[config.mk]
export PLATFORM = sky130hd
export DESIGN_NAME = state_sensor_init_handler
export DESIGN_NICKNAME = d
export VERILOG_FILES = /design/src/state_sensor_init_handler.v /design/src/entry_checker.v /design/src/irq_status.v
export VERILOG_INCLUDE_DIRS = /design/src
export SDC_FILE = /design/constraint.sdc
export NUM_CORES = 1
export LEC_CHECK = 0
export BUFFER_PORTS_ARGS = -buffer_cell sky130_fd_sc_hd__clkbuf_2
export CAP_MARGIN = 20
export CORE_ASPECT_RATIO = 0.7
export CORE_MARGIN = 2
export CORE_UTILIZATION = 30
export DETAILED_ROUTE_END_ITERATION = 8
export GPL_ROUTABILITY_DRIVEN = 0
export HOLD_SLACK_MARGIN = 0.05
export SLEW_MARGIN = 5
export SYNTH_ARGS = -nofsm -noshare
export SYNTH_HDL_FRONTEND = slang
export SYNTH_HIERARCHICAL = 1
export SYNTH_SLANG_ARGS = --single-unit
[constraint.sdc]
create_clock -name pclk -period 10.09 [get_ports pclk]
set_input_delay 0.5045 -clock pclk [delete_from_list [all_inputs] [get_ports pclk]]
set_output_delay 0.5045 -clock pclk [all_outputs]
set_load 0.01 [all_outputs]
[src/state_sensor_defines.vh]
/*
 * Constants of the state sensor setup block: register offsets, field
 * positions, reset values, enumerations and result codes.
 * Assumes inclusion by bare name from every design file that needs it.
 */
`ifndef STATE_SENSOR_DEFINES_VH
`define STATE_SENSOR_DEFINES_VH

// ============================================================
// Register byte offsets
`define OFF_CTRL 8'h00
`define OFF_HANDLE 8'h04
`define OFF_COUNT 8'h08
`define OFF_STATUS 8'h0C
`define OFF_ALLOW 8'h10
`define OFF_VIEW_SEL 8'h14
`define OFF_VIEW 8'h18
`define OFF_IRQ_STAT 8'h1C
`define OFF_IRQ_MASK 8'h20
`define OFF_ENTRY_BASE 8'h40
`define OFF_ENTRY_LAST 8'h5C

// ============================================================
// Field positions
`define CTRL_GO_BIT 0
`define CTRL_KIND_BIT 1
`define ENTRY_OP_LSB 0
`define ENTRY_STATE_LSB 8
`define ENTRY_EVT_LSB 16
`define STATUS_CODE_LSB 8
`define IRQ_DONE_BIT 0
`define IRQ_ERR_BIT 1

// ============================================================
// Handles (values arbitrary) and reserved handles
`define HANDLE_RSVD_LO 16'h0000
`define HANDLE_RSVD_HI 16'hFFFF
`define SENSOR0_HANDLE 16'h0010
`define SENSOR1_HANDLE 16'h0011
`define ACTUATOR_HANDLE 16'h0020

// ============================================================
// Entry enumerations
`define COND_ENABLED 8'h00
`define COND_DISABLED 8'h01
`define COND_UNAVAILABLE 8'h02
`define EVENTS_OFF 8'h00
`define EVENTS_ON 8'h01
`define KEEP_SETTING 8'hFF
`define COUNT_MIN 8'h01
`define COUNT_MAX 8'h08
`define STATE_LIMIT 8'h08

// ============================================================
// Result codes
`define CODE_SUCCESS 8'h00
`define CODE_INVALID_DATA 8'h02
`define BAD_HANDLE_CODE 8'h80
`define BAD_STATE_CODE 8'h81

// ============================================================
// Reset values
`define ALLOW_RESET 8'hFF
`define COND_RESET 8'h02
`define ZERO8 8'h00
`define ZERO16 16'h0000
`define ZERO32 32'h00000000

`endif

[src/state_sensor_init_handler.v]
/*
 * State sensor setup command engine with an APB register front end.
 * Software loads a handle, a sub-sensor count and up to eight init
 * entries, then starts the command; the engine validates the whole
 * request, applies it and posts a result code and an interrupt.
 * Assumes an APB master on pclk; all inputs are in the pclk domain.
 */
// Overview of operation
// - The 16-bit handle values 0x0000 and 0xFFFF never name a sensor.
// - Entries map in order to sub-sensor offsets 0 to 7 of the addressed sensor.
// - The result is 0x80 for an unknown handle and 0x81 for an illegal state or condition.
// - Each sub-sensor gets its state and event setting before its condition.
// - The condition is one of enabled, disabled or unavailable.
// - The event field turns reporting on or off, and 0xFF keeps the setting.
// - Only states from the allowed subset of the state set are accepted.
// - Each entry is condition, state and event control, in that order.
// - Every actuator handle is unique among the actuators of this block.
`timescale 1ns/1ps
`include "state_sensor_defines.vh"

module state_sensor_init_handler (
    input wire pclk,
    input wire presetn,
    input wire psel,
    input wire penable,
    input wire pwrite,
    input wire [7:0] paddr,
    input wire [31:0] pwdata,
    output reg [31:0] prdata,
    output wire pready,
    output reg pslverr,
    output wire irq,
    output reg [15:0] sensor_event_en,
    output reg [15:0] sensor_enabled,
    output reg [63:0] actuator_state
);
    // ============================================================
    // Engine states
    localparam S_IDLE = 3'h0;
    localparam S_CHECK = 3'h1;
    localparam S_APPLY_SE = 3'h2;
    localparam S_APPLY_OP = 3'h3;
    localparam S_DONE = 3'h4;

    // ============================================================
    // Decode helpers
    function addr_known;
        input [7:0] a;
        begin
            addr_known = (a == `OFF_CTRL) || (a == `OFF_HANDLE) ||
                         (a == `OFF_COUNT) || (a == `OFF_STATUS) ||
                         (a == `OFF_ALLOW) || (a == `OFF_VIEW_SEL) ||
                         (a == `OFF_VIEW) || (a == `OFF_IRQ_STAT) ||
                         (a == `OFF_IRQ_MASK) ||
                         ((a >= `OFF_ENTRY_BASE) && (a <= `OFF_ENTRY_LAST) &&
                          (a[1:0] == 2'b00));
        end
    endfunction

    function is_entry;
        input [7:0] a;
        begin
            is_entry = (a >= `OFF_ENTRY_BASE) && (a <= `OFF_ENTRY_LAST);
        end
    endfunction

    // Flat index of sub-sensor within the sensor table.
    function [3:0] flat_index;
        input sensor_sel;
        input [2:0] offset;
        begin
            flat_index = {sensor_sel, offset};
        end
    endfunction

    // ============================================================
    // Request and configuration registers
    reg [15:0] handle_reg;
    reg [7:0] count_reg;
    reg kind_reg;
    reg [7:0] allow_reg;
    reg [3:0] view_sel_reg;
    reg [23:0] entry_reg [0:7];
    reg [7:0] result_reg;
    reg [2:0] state_reg;
    reg [2:0] idx_reg;
    reg sensor_sel_reg;
    reg [1:0] event_pulse;

    // Sensor table, two composite sensors of eight sub-sensors.
    reg [7:0] cond_mem [0:15];
    reg [7:0] value_mem [0:15];
    reg evt_mem [0:15];
    reg [7:0] act_mem [0:7];

    wire [1:0] irq_stat;
    wire [1:0] irq_mask;
    wire [7:0] entry_code;
    wire busy;
    wire setup_phase;
    wire wr_access;
    wire [23:0] cur_entry;
    wire [7:0] cur_cond;
    wire [7:0] cur_value;
    wire [7:0] cur_evt;
    wire [3:0] cur_flat;
    wire [7:0] last_idx;
    integer i;
    integer j;
    integer k;

    assign busy = (state_reg != S_IDLE);
    assign setup_phase = psel && !penable;
    // A write to an unmapped address is dropped, as its error flag is already up.
    assign wr_access = psel && penable && pwrite && !pslverr;
    // Every access finishes in its first access cycle, so there are no wait states.
    assign pready = 1'b1;
    assign cur_entry = entry_reg[idx_reg];
    assign cur_cond = cur_entry[`ENTRY_OP_LSB +: 8];
    assign cur_value = cur_entry[`ENTRY_STATE_LSB +: 8];
    assign cur_evt = cur_entry[`ENTRY_EVT_LSB +: 8];
    assign cur_flat = flat_index(sensor_sel_reg, idx_reg);
    assign last_idx = count_reg - `COUNT_MIN;

    entry_checker u_check (
        .kind_actuator(kind_reg),
        .allow_mask(allow_reg),
        .operating_condition(cur_cond),
        .initial_state_value(cur_value),
        .event_report_control(cur_evt),
        .entry_code(entry_code)
    );

    // Status bits are set by the engine's done pulse and cleared by software.
    irq_status u_irq (
        .pclk(pclk),
        .presetn(presetn),
        .event_set(event_pulse),
        .stat_wr(wr_access && (paddr == `OFF_IRQ_STAT)),
        .mask_wr(wr_access && (paddr == `OFF_IRQ_MASK)),
        .wdata(pwdata[1:0]),
        .stat_reg(irq_stat),
        .mask_reg(irq_mask),
        .irq(irq)
    );

    // ============================================================
    // APB read data and error, captured in the setup cycle
    always @(posedge pclk or negedge presetn) begin
        if (!presetn) begin
            prdata <= `ZERO32;
            pslverr <= 1'b0;
        end else if (setup_phase) begin
            pslverr <= !addr_known(paddr);
            prdata <= `ZERO32;
            // A misaligned entry address reads as zero, like any unmapped offset.
            if (is_entry(paddr) && addr_known(paddr)) begin
                prdata <= {8'h00, entry_reg[paddr[4:2]]};
            end else begin
                case (paddr)
                    `OFF_CTRL: prdata <= {30'd0, kind_reg, 1'b0};
                    `OFF_HANDLE: prdata <= {16'h0000, handle_reg};
                    `OFF_COUNT: prdata <= {24'h000000, count_reg};
                    `OFF_STATUS: prdata <= {16'h0000, result_reg, 7'd0, busy};
                    `OFF_ALLOW: prdata <= {24'h000000, allow_reg};
                    `OFF_VIEW_SEL: prdata <= {28'h0000000, view_sel_reg};
                    `OFF_VIEW: prdata <= {15'd0, evt_mem[view_sel_reg],
                                          value_mem[view_sel_reg],
                                          cond_mem[view_sel_reg]};
                    `OFF_IRQ_STAT: prdata <= {30'd0, irq_stat};
                    `OFF_IRQ_MASK: prdata <= {30'd0, irq_mask};
                    default: prdata <= `ZERO32;
                endcase
            end
        end
    end

    // ============================================================
    // Software-written registers; request fields are frozen while busy
    always @(posedge pclk or negedge presetn) begin
        if (!presetn) begin
            handle_reg <= `ZERO16;
            count_reg <= `ZERO8;
            kind_reg <= 1'b0;
            allow_reg <= `ALLOW_RESET;
            view_sel_reg <= 4'h0;
            for (i = 0; i < 8; i = i + 1) begin
                entry_reg[i] <= 24'h000000;
            end
        end else if (wr_access) begin
            if (paddr == `OFF_VIEW_SEL) begin
                view_sel_reg <= pwdata[3:0];
            end
            if (!busy) begin
                if (paddr == `OFF_HANDLE) begin
                    handle_reg <= pwdata[15:0];
                end
                if (paddr == `OFF_COUNT) begin
                    count_reg <= pwdata[7:0];
                end
                if (paddr == `OFF_ALLOW) begin
                    allow_reg <= pwdata[7:0];
                end
                if (paddr == `OFF_CTRL) begin
                    kind_reg <= pwdata[`CTRL_KIND_BIT];
                end
                if (is_entry(paddr)) begin
                    entry_reg[paddr[4:2]] <= pwdata[23:0];
                end
            end
        end
    end

    // ============================================================
    // Command engine
    always @(posedge pclk or negedge presetn) begin
        if (!presetn) begin
            state_reg <= S_IDLE;
            idx_reg <= 3'd0;
            sensor_sel_reg <= 1'b0;
            result_reg <= `CODE_SUCCESS;
            event_pulse <= 2'b00;
            for (j = 0; j < 16; j = j + 1) begin
                cond_mem[j] <= `COND_RESET;
                value_mem[j] <= `ZERO8;
                evt_mem[j] <= 1'b0;
            end
            for (j = 0; j < 8; j = j + 1) begin
                act_mem[j] <= `ZERO8;
            end
        end else begin
            event_pulse <= 2'b00;
            case (state_reg)
                S_IDLE: begin
                    idx_reg <= 3'd0;
                    if (wr_access && (paddr == `OFF_CTRL) && pwdata[`CTRL_GO_BIT]) begin
                        state_reg <= S_CHECK;
                        // The handle picks the composite sensor; the checks below may reject it.
                        sensor_sel_reg <= (handle_reg == `SENSOR1_HANDLE);
                        if ((handle_reg == `HANDLE_RSVD_LO) ||
                            (handle_reg == `HANDLE_RSVD_HI)) begin
                            result_reg <= `BAD_HANDLE_CODE;
                            state_reg <= S_DONE;
                        end else if (pwdata[`CTRL_KIND_BIT] &&
                                     (handle_reg != `ACTUATOR_HANDLE)) begin
                            result_reg <= `BAD_HANDLE_CODE;
                            state_reg <= S_DONE;
                        end else if (!pwdata[`CTRL_KIND_BIT] &&
                                     (handle_reg != `SENSOR0_HANDLE) &&
                                     (handle_reg != `SENSOR1_HANDLE)) begin
                            result_reg <= `BAD_HANDLE_CODE;
                            state_reg <= S_DONE;
                        end else if ((count_reg < `COUNT_MIN) ||
                                     (count_reg > `COUNT_MAX)) begin
                            result_reg <= `CODE_INVALID_DATA;
                            state_reg <= S_DONE;
                        end
                    end
                end
                S_CHECK: begin
                    if (entry_code != `CODE_SUCCESS) begin
                        result_reg <= entry_code;
                        state_reg <= S_DONE;
                    end else if ({5'd0, idx_reg} == last_idx) begin
                        idx_reg <= 3'd0;
                        state_reg <= S_APPLY_SE;
                    end else begin
                        idx_reg <= idx_reg + 3'd1;
                    end
                end
                S_APPLY_SE: begin
                    if (kind_reg) begin
                        act_mem[idx_reg] <= cur_value;
                        if ({5'd0, idx_reg} == last_idx) begin
                            result_reg <= `CODE_SUCCESS;
                            state_reg <= S_DONE;
                        end else begin
                            idx_reg <= idx_reg + 3'd1;
                        end
                    end else begin
                        value_mem[cur_flat] <= cur_value;
                        if (cur_evt != `KEEP_SETTING) begin
                            evt_mem[cur_flat] <= (cur_evt == `EVENTS_ON);
                        end
                        state_reg <= S_APPLY_OP;
                    end
                end
                S_APPLY_OP: begin
                    cond_mem[cur_flat] <= cur_cond;
                    if ({5'd0, idx_reg} == last_idx) begin
                        result_reg <= `CODE_SUCCESS;
                        state_reg <= S_DONE;
                    end else begin
                        idx_reg <= idx_reg + 3'd1;
                        state_reg <= S_APPLY_SE;
                    end
                end
                S_DONE: begin
                    event_pulse[`IRQ_DONE_BIT] <= 1'b1;
                    event_pulse[`IRQ_ERR_BIT] <= (result_reg != `CODE_SUCCESS);
                    state_reg <= S_IDLE;
                end
                default: begin
                    state_reg <= S_IDLE;
                end
            endcase
        end
    end

    // ============================================================
    // Registered views of the sensor and actuator tables
    // Tables are copied whole every cycle, so each output bit follows its table entry one edge later.
    always @(posedge pclk or negedge presetn) begin
        if (!presetn) begin
            sensor_event_en <= `ZERO16;
            sensor_enabled <= `ZERO16;
            actuator_state <= 64'h0000000000000000;
        end else begin
            for (k = 0; k < 16; k = k + 1) begin
                sensor_event_en[k] <= evt_mem[k];
                sensor_enabled[k] <= (cond_mem[k] == `COND_ENABLED);
            end
            for (k = 0; k < 8; k = k + 1) begin
                actuator_state[k*8 +: 8] <= act_mem[k];
            end
        end
    end
endmodule // state_sensor_init_handler

[src/entry_checker.v]
/*
 * Combinational check of one init entry.
 * Assumes the caller holds the entry and the allowed-state mask steady.
 */
`timescale 1ns/1ps
`include "state_sensor_defines.vh"

module entry_checker (
    input wire kind_actuator,
    input wire [7:0] allow_mask,
    input wire [7:0] operating_condition,
    input wire [7:0] initial_state_value,
    input wire [7:0] event_report_control,
    output reg [7:0] entry_code
);
    reg cond_ok;
    reg state_ok;
    reg evt_ok;

    always @* begin
        cond_ok = (operating_condition == `COND_ENABLED) ||
                  (operating_condition == `COND_DISABLED) ||
                  (operating_condition == `COND_UNAVAILABLE);
        state_ok = (initial_state_value < `STATE_LIMIT) &&
                   allow_mask[initial_state_value[2:0]];
        evt_ok = (event_report_control == `EVENTS_ON) ||
                 (event_report_control == `EVENTS_OFF) ||
                 (event_report_control == `KEEP_SETTING);
        if (kind_actuator) begin
            entry_code = state_ok ? `CODE_SUCCESS : `BAD_STATE_CODE;
        end else if (!cond_ok || !state_ok) begin
            entry_code = `BAD_STATE_CODE;
        end else if (!evt_ok) begin
            entry_code = `CODE_INVALID_DATA;
        end else begin
            entry_code = `CODE_SUCCESS;
        end
    end
endmodule // entry_checker

[src/irq_status.v]
/*
 * Sticky interrupt status with write-one-to-clear, mask and level output.
 * Assumes write strobes are single-cycle pulses on pclk.
 */
`timescale 1ns/1ps
`include "state_sensor_defines.vh"

module irq_status (
    input wire pclk,
    input wire presetn,
    input wire [1:0] event_set,
    input wire stat_wr,
    input wire mask_wr,
    input wire [1:0] wdata,
    output reg [1:0] stat_reg,
    output reg [1:0] mask_reg,
    output wire irq
);
    reg [1:0] stat_next;

    always @* begin
        stat_next = stat_reg;
        if (stat_wr) begin
            stat_next = stat_next & ~wdata;
        end
        // A new event wins over a clear in the same cycle.
        stat_next = stat_next | event_set;
    end

    always @(posedge pclk or negedge presetn) begin
        if (!presetn) begin
            stat_reg <= 2'b00;
            mask_reg <= 2'b00;
        end else begin
            stat_reg <= stat_next;
            if (mask_wr) begin
                mask_reg <= wdata;
            end
        end
    end

    assign irq = |(stat_reg & mask_reg);
endmodule // irq_status

==> results of run 1 <==
## layout make-up
type,instances,area (µm²)
Tap cell,1414,1770
Fill cell,10200,67900
Inverter,50,188
Timing Repair Buffer,214,1250
Clock inverter,27,457
Clock buffer,105,2130
Antenna cell,2,5.00
Sequential cell,707,17700
Multi-Input combinational cell,1619,13000
## placed cells by master, fill, tap and decap left out, drive strengths merged, types with 52 or more instances in the layout
master	Yosys	layout
a21oi	155	155
buf	84	57
clkbuf	108	261
dfrtp	683	683
inv	50	52
mux2	264	264
mux4	152	152
nand2	275	275
nor2	218	218
o21ai	220	220
## layer usage
| metal | GRT usage [%] | share of wire, % | wire length, µm | up-vias |
|---|---|---|---|---|
| met5 | 0 | 0.16 | 148 | - |
| met4 | 3.83 | 2.0 | 1820 | 22 |
| met3 | 4.16 | 8.0 | 7320 | 135 |
| met2 | 23.3 | 41 | 37700 | 693 |
| met1 | 26.6 | 49 | 44700 | 11000 |
| li1 | - | - | - | 9414 |
## critical path: stages, from the launching register on
cell and delay (ns):
dfrtp_4 0.65, buf_4 0.75, mux2_2 0.41, a221oi_1 0.23
a21oi_1 0.09, a311oi_2 0.29, buf_4 0.31, inv_1 0.07
or4_4 0.55, a2111oi_4 0.34, o21bai_1 0.24, nor4_1 0.44
a21oi_1 0.15, or3_1 0.37, o21bai_1 0.21, mux2_2 0.30
## logic make-up (layout without fill, tap and decap cells)
logic type	after synthesis	in the layout	share of synthesized area, %
multiplexers	457	457	21.7
other	3	16	0.0356
buffers and inverters	242	396	3.54
flip-flops	707	707	56.0
AND/OR/NAND/NOR	647	647	9.16
XOR/XNOR	3	3	0.0830
adder cells (fa/ha/maj)	5	5	0.198
AO/OA/AOI/OAI	493	493	9.30
## power by group
part | leakage, nW | internal (W) | switching (W)
combinational | 5.89 | 0.000251 | 0.000544
sequential | 9.58 | 0.00298 | 0.000125
clock | 1.26 | 0.00178 | 0.00117
total | 16.7 | 0.00501 | 0.00184
## worst max-delay path by stage
stage               start         end  slack [ns]  depth (start not counted)
6_report       idx_reg[0]  idx_reg[0]        4.50                         15
5_1_grt        idx_reg[0]  idx_reg[0]        4.24                         15
4_1_cts        idx_reg[0]  idx_reg[0]        4.58                         15
3_5_place_dp   idx_reg[0]  idx_reg[0]        4.61                         15
3_3_place_gp   idx_reg[0]  idx_reg[0]        4.64                         15
2_1_floorplan  idx_reg[0]  idx_reg[0]        5.51                         17
## per-stage QoR
step	setup WS [ns]	utilization (%)
2_1_floorplan	5.51	-
3_3_place_gp	4.64	32.4
3_5_place_dp	4.61	32.4
4_1_cts	4.58	34.9
5_1_grt	4.24	35.0
6_report	4.50	35.0
==> flow_summary.yaml, run 1 <==
timing:
  worst_pin_slew_ns: 1.06
  fin_crit_sh_pct: 55.4
  skew_ns: 0.0347
  hold_ws_ns: 0.209
  rsz0062_at_grt: "no"
  finalSetupViolCount: 0
  finalHoldViolations: 0
  drv_slew: 0
  max_freq_ghz: 0.179
  period_minus_slack_ns: 5.59
  relSlewSlack_pct: 29.2
  fin_tns_setup_ns: 0
worst_setup_path:
  cp-start-kind: "flip-flop"
  r2r-end: "idx_reg[0]"
  crit_arrival_ns: 6.10
  crit_required_ns: 10.60
  r2r_slack_ns: 4.50
  setup.worst_path.end_class: "flip-flop"
  r2r-start: "idx_reg[0]"
  crit_fanout: 51
  crit_type: "reg -> reg"
  reg2reg_depth: 15
die:
  start_util_pct: 30.3
  io_pins: 176
  fp.dieW_um: 392
  placementRows: 99
  dieArea_um2: 108000
  core_um2: 104000
  die_h_um: 276
route:
  drc: 0
  drt-initial-drc-count: 2218
  drt-total-wl_um: 91700
  drt-wirelength-per-cell_um: 22.2
  ant_nets: 0
  dr.pass1.iters: 5
  via_count: 21300
  vias_per_cell: 5.14
clock_network:
  cts_buffers: 75
  post-cts-setup-buffers: 0
  clock_sinks: 707
  insertion_delay_ns: 0.64
  cts.clk_slew.worst_paths_ns: 0.06
  hold_buffers: 1
  ctsResizeCount: 0
  cts_buffer_depth: 3
  tritoncts: "done"
  root_buffer: "clkbuf_16"
  cts_htree_levels: 3
layout:
  stdcell_count: 4138
  syn_to_final_growth_pct: 15.4
  fin_area_um2: 36500
  fin_nets: 2717
  largest_reg_flops: 192
  drive_above_1_share_pct: 29.1
min_path:
  min-delay-start: "paddr[6]"
  hold_end: "pslverr"
  hold_class: "in -> reg"
  min_path_cells: 3
grt:
  grt_pass1_wl_um: 138000
  gr-usage-all-layers_pct: 17.0
  antenna_found_initial: 15
  first_global_vias: 20300
  grt_max_degree: 153
  grt_overflow_total: 0
yosys:
  synthDistinctLibCells: 77
  yosysWarnings: 6
  syn-mean-instance-area_um2: 12.4
  syn_area_um2: 31600
  synthFlopType: "dfrtp_1"
  synth.area.top_cells: "dfrtp_1 (54%), mux4_2 (11%), mux2_2 (8.3%)"
  synth_edf_count: 0
  async_flop_share_pct: 100
  ys_ff_latch: 707
  synth_area_leader_cell: "dfrtp_1"
  synth_top_area_share_pct: 54.0
  synth_cells: 2557
  synth_commonest_cells: "dfrtp_1 (683), nand2_1 (275), mux2_2 (233), o21ai_0 (219), nor2_1 (218)"
  synth.most_common_cell: "dfrtp_1"
  ys_seq_area_share_pct: 56.0
placement:
  post-dp-hpwl_um: 60500
  placedCellCount: 3999
  place_area_um2: 33900
  io_buffers: 158
status:
  status: "complete, no violations"
power_and_ir_drop:
  leakage_nw: 16.7
  power.density_nw_per_um2: 188
  p_total_w: 0.00685
  ir_drop_v: 0.000132
flow_run:
  drv_cap: 0
(Power assumes the default switching activity.)
==> inputs of run 2 (changes only) <==
--- a/config.mk
+++ b/config.mk
@@ -6,6 +6,7 @@
 export SDC_FILE = /design/constraint.sdc
 export NUM_CORES = 1
 export LEC_CHECK = 0
+export ABC_AREA = 1
 export BUFFER_PORTS_ARGS = -buffer_cell sky130_fd_sc_hd__clkbuf_2
 export CAP_MARGIN = 20
 export CORE_ASPECT_RATIO = 0.7
==> constraint.sdc (replaced) <==
create_clock -name pclk -period 5 [get_ports pclk]
set_input_delay 0.25 -clock pclk [delete_from_list [all_inputs] [get_ports pclk]]
set_output_delay 0.25 -clock pclk [all_outputs]
set_load 0.01 [all_outputs]
==> flow_summary.yaml, run 2 <==
route:
  drt-wirelength-per-cell_um: 19.0
  top_layer: "met5"
  drt-initial-drc-count: 3000
  wl_met3_um: 11700
  drc: 0
  wl_met2_um: 43900
  ant_nets: 0
  drt-total-wl_um: 110000
  dr.pass1.iters: 6
  vias_per_cell: 4.98
  drt-met1-wl_um: 50500
  via_count: 28700
grt:
  first_global_vias: 26900
  grt_max_degree: 147
  gr-usage-all-layers_pct: 19.4
  grt_pass1_wl_um: 168000
  antenna_found_initial: 4
  grt_overflow_total: 0
clock_network:
  root_buffer: "clkbuf_16"
  cts_htree_levels: 3
  post-cts-setup-buffers: 0
  cts_buffer_depth: 3
  cts_buffers: 72
  clock_sinks: 707
  cts.clk_slew.worst_paths_ns: 0.07
  insertion_delay_ns: 0.67
  ctsResizeCount: 0
  tritoncts: "done"
yosys:
  synthFlopType: "dfrtp_1"
  syn_area_um2: 33000
  synth_edf_count: 0
  synthDistinctLibCells: 54
  synth_cells: 4139
  ys_ff_latch: 707
  synth_commonest_cells: "nand2_1 (1801), dfrtp_1 (683), o21ai_0 (366), nand3_1 (244), inv_1 (236)"
  synth.area.top_cells: "dfrtp_1 (52%), nand2_1 (20%), o21ai_0 (5.5%)"
  synth_top_area_share_pct: 51.8
  async_flop_share_pct: 100
  synth.most_common_cell: "nand2_1"
  yosysWarnings: 6
  syn-mean-instance-area_um2: 7.98
  synth_area_leader_cell: "dfrtp_1"
  ys_seq_area_share_pct: 53.7
timing:
  relSlewSlack_pct: 29.7
  fin_crit_sh_pct: 80.8
  period_minus_slack_ns: 4.04
  finalHoldViolations: 0
  max_freq_ghz: 0.247
  fin_tns_setup_ns: 0
  skew_ns: 0.0308
  finalSetupViolCount: 0
  rsz0062_at_grt: "no"
  drv_slew: 0
  worst_pin_slew_ns: 1.05
worst_setup_path:
  critPathSlowestCell: "dfrtp_1"
  cp_num_cells: 19
  crit_fanout: 20
  crit_required_ns: 5.55
  critPathLaunch: "idx_reg[1]"
  critPathBufInv: 3
  crit_type: "reg -> reg"
  setup.worst_path.end_class: "flip-flop"
  r2r-start: "idx_reg[1]"
  r2r_slack_ns: 0.96
  worst_path_most_repeated_cell: "nand2_1"
  cp-start-kind: "flip-flop"
  crit_arrival_ns: 4.59
  crit_path_max_incr_delay_ns: 0.58
  crit_chain: "inv_4 > nand3_4 > inv_2 > a221oi_1 > nand2_1 > buf_4 > nand2_1 > nand3_1 > nand2_1 > nand2_2 > nand4_1 > nor2_1 > nand2_1 > nor2_1 > nor2_1 > nor2_1 > o21ai_0 > nand2_1 > nand2_1"
  critPathTopFamily: "simple AND/OR/NAND/NOR gates"
  reg2reg_depth: 19
  r2r-end: "idx_reg[1]"
layout:
  n_antenna_cell: 0
  post-route-util_pct: 34.8
  syn_to_final_growth_pct: 14.8
  final_cell_mix: "nand2_1 (1801), dfrtp_1 (680), o21ai_0 (366)"
  layout_commonest_cell: "nand2_1"
  fin_nets: 4317
  largest_reg_flops: 192
  nFillCells: 11300
  drive_above_1_share_pct: 11.6
power_and_ir_drop:
  p_total_w: 0.0122
  power.density_nw_per_um2: 323
  ir_drop_v: 0.000231
  leakage_nw: 18.4
flow_run:
  drv_cap: 0
placement:
  post-dp-hpwl_um: 72500
  io_buffers: 158
status:
  status: "complete, no violations"
die:
  fp.dieW_um: 400
  core_um2: 109000
  die_h_um: 282
  placementRows: 101
  io_pins: 176
  start_util_pct: 30.3
  dieArea_um2: 113000
min_path:
  min_path_cells: 5
  hold_end: "prdata[21]"
  min-delay-start: "psel"
  hold_class: "in -> reg"
## run 2: changes by cell type in the layout (fill, tap and decap cells not counted), sizes merged, moves of 78 or more
| cell | previous run | this run |
|---|---|---|
| nor2 | 218 | 140 |
| o21ai | 220 | 456 |
| mux4 | 152 | 0 |
| mux2 | 264 | 0 |
| a21oi | 155 | 45 |
| inv | 52 | 277 |
| nand2 | 275 | 1806 |
| nand3 | 14 | 250 |
## run 2: area by class of cell
| class | count | area [µm²] | share of cell area [%] |
|---|---|---|---|
| flip-flops and latches | 707 | 17700 | 46.8 |
| multi-input cells | 2944 | 13100 | 34.5 |
| clock buffers | 98 | 2130 | 5.61 |
| well taps | 1442 | 1800 | 4.76 |
| repair buffers | 260 | 1700 | 4.48 |
| inverters | 282 | 1070 | 2.82 |
| clock inverters | 32 | 399 | 1.05 |
## run 2: cell families (layout without fill, tap and decap cells)
group / after synthesis / after routing / share of synthesized area [%]
AO/OA/AOI/OAI: 607 / 607 / 10.3
XOR/XNOR: 2 / 2 / 0.0531
other: 3 / 14 / 0.0341
AND/OR/NAND/NOR: 2316 / 2316 / 28.9
adder cells (fa/ha/maj): 5 / 5 / 0.190
buffers and inverters: 499 / 672 / 6.88
flip-flops: 707 / 707 / 53.7
## run 2: worst min-delay path: stages
cell and delay [ns]:
clkbuf_2 0.10, inv_1 0.09, nor2_4 0.12, nand4_1 0.13, nand2_1 0.05
## run 2: how the worst max path moves through the flow
stage	end	slack, ns
floorplan	idx_reg[0]	1.92
global placement	idx_reg[1]	1.15
detailed placement	idx_reg[1]	1.13
CTS	idx_reg[1]	1.09
global route	idx_reg[1]	0.64
finish	idx_reg[1]	0.96
## run 2: what timing repair did
| action | CTS | global route |
|---|---|---|
| hold endpoints to repair | 205 | 0 |
| hold buffers | 23 | 0 |
| endpoints found under the setup margin | 0 | 0 |
## run 2: stage by stage
stage / instances / instance area, µm² / setup slack (ns) / hold slack (ns)
floorplan: 4150 / 33100 / 1.92 / -0.0456
global placement: 5612 / 35200 / 1.15 / 0.304
detailed placement: 5612 / 35200 / 1.13 / 0.299
CTS: 5765 / 37900 / 1.09 / 0.0558
global route: 5765 / 37900 / 0.641 / 0.117
finish: 5765 / 37900 / 0.958 / 0.106
## run 2: layer usage
| metal | up-vias | GRT usage (%) |
|---|---|---|
| li1 | 13500 | - |
| met1 | 13800 | 28.0 |
| met2 | 1231 | 27.1 |
| met3 | 216 | 6.11 |
| met4 | 6 | 6.67 |
| met5 | - | 0 |
## run 2: power breakdown
| part | internal, W | total [W] | switching [W] | leakage (nW) |
|---|---|---|---|---|
| sequential | 0.00579 | 0.00584 | 0.0000528 | 9.63 |
| combinational | 0.000140 | 0.000560 | 0.000420 | 7.55 |
| clock | 0.00341 | 0.00585 | 0.00244 | 1.24 |
| total | 0.00934 | 0.0122 | 0.00291 | 18.4 |
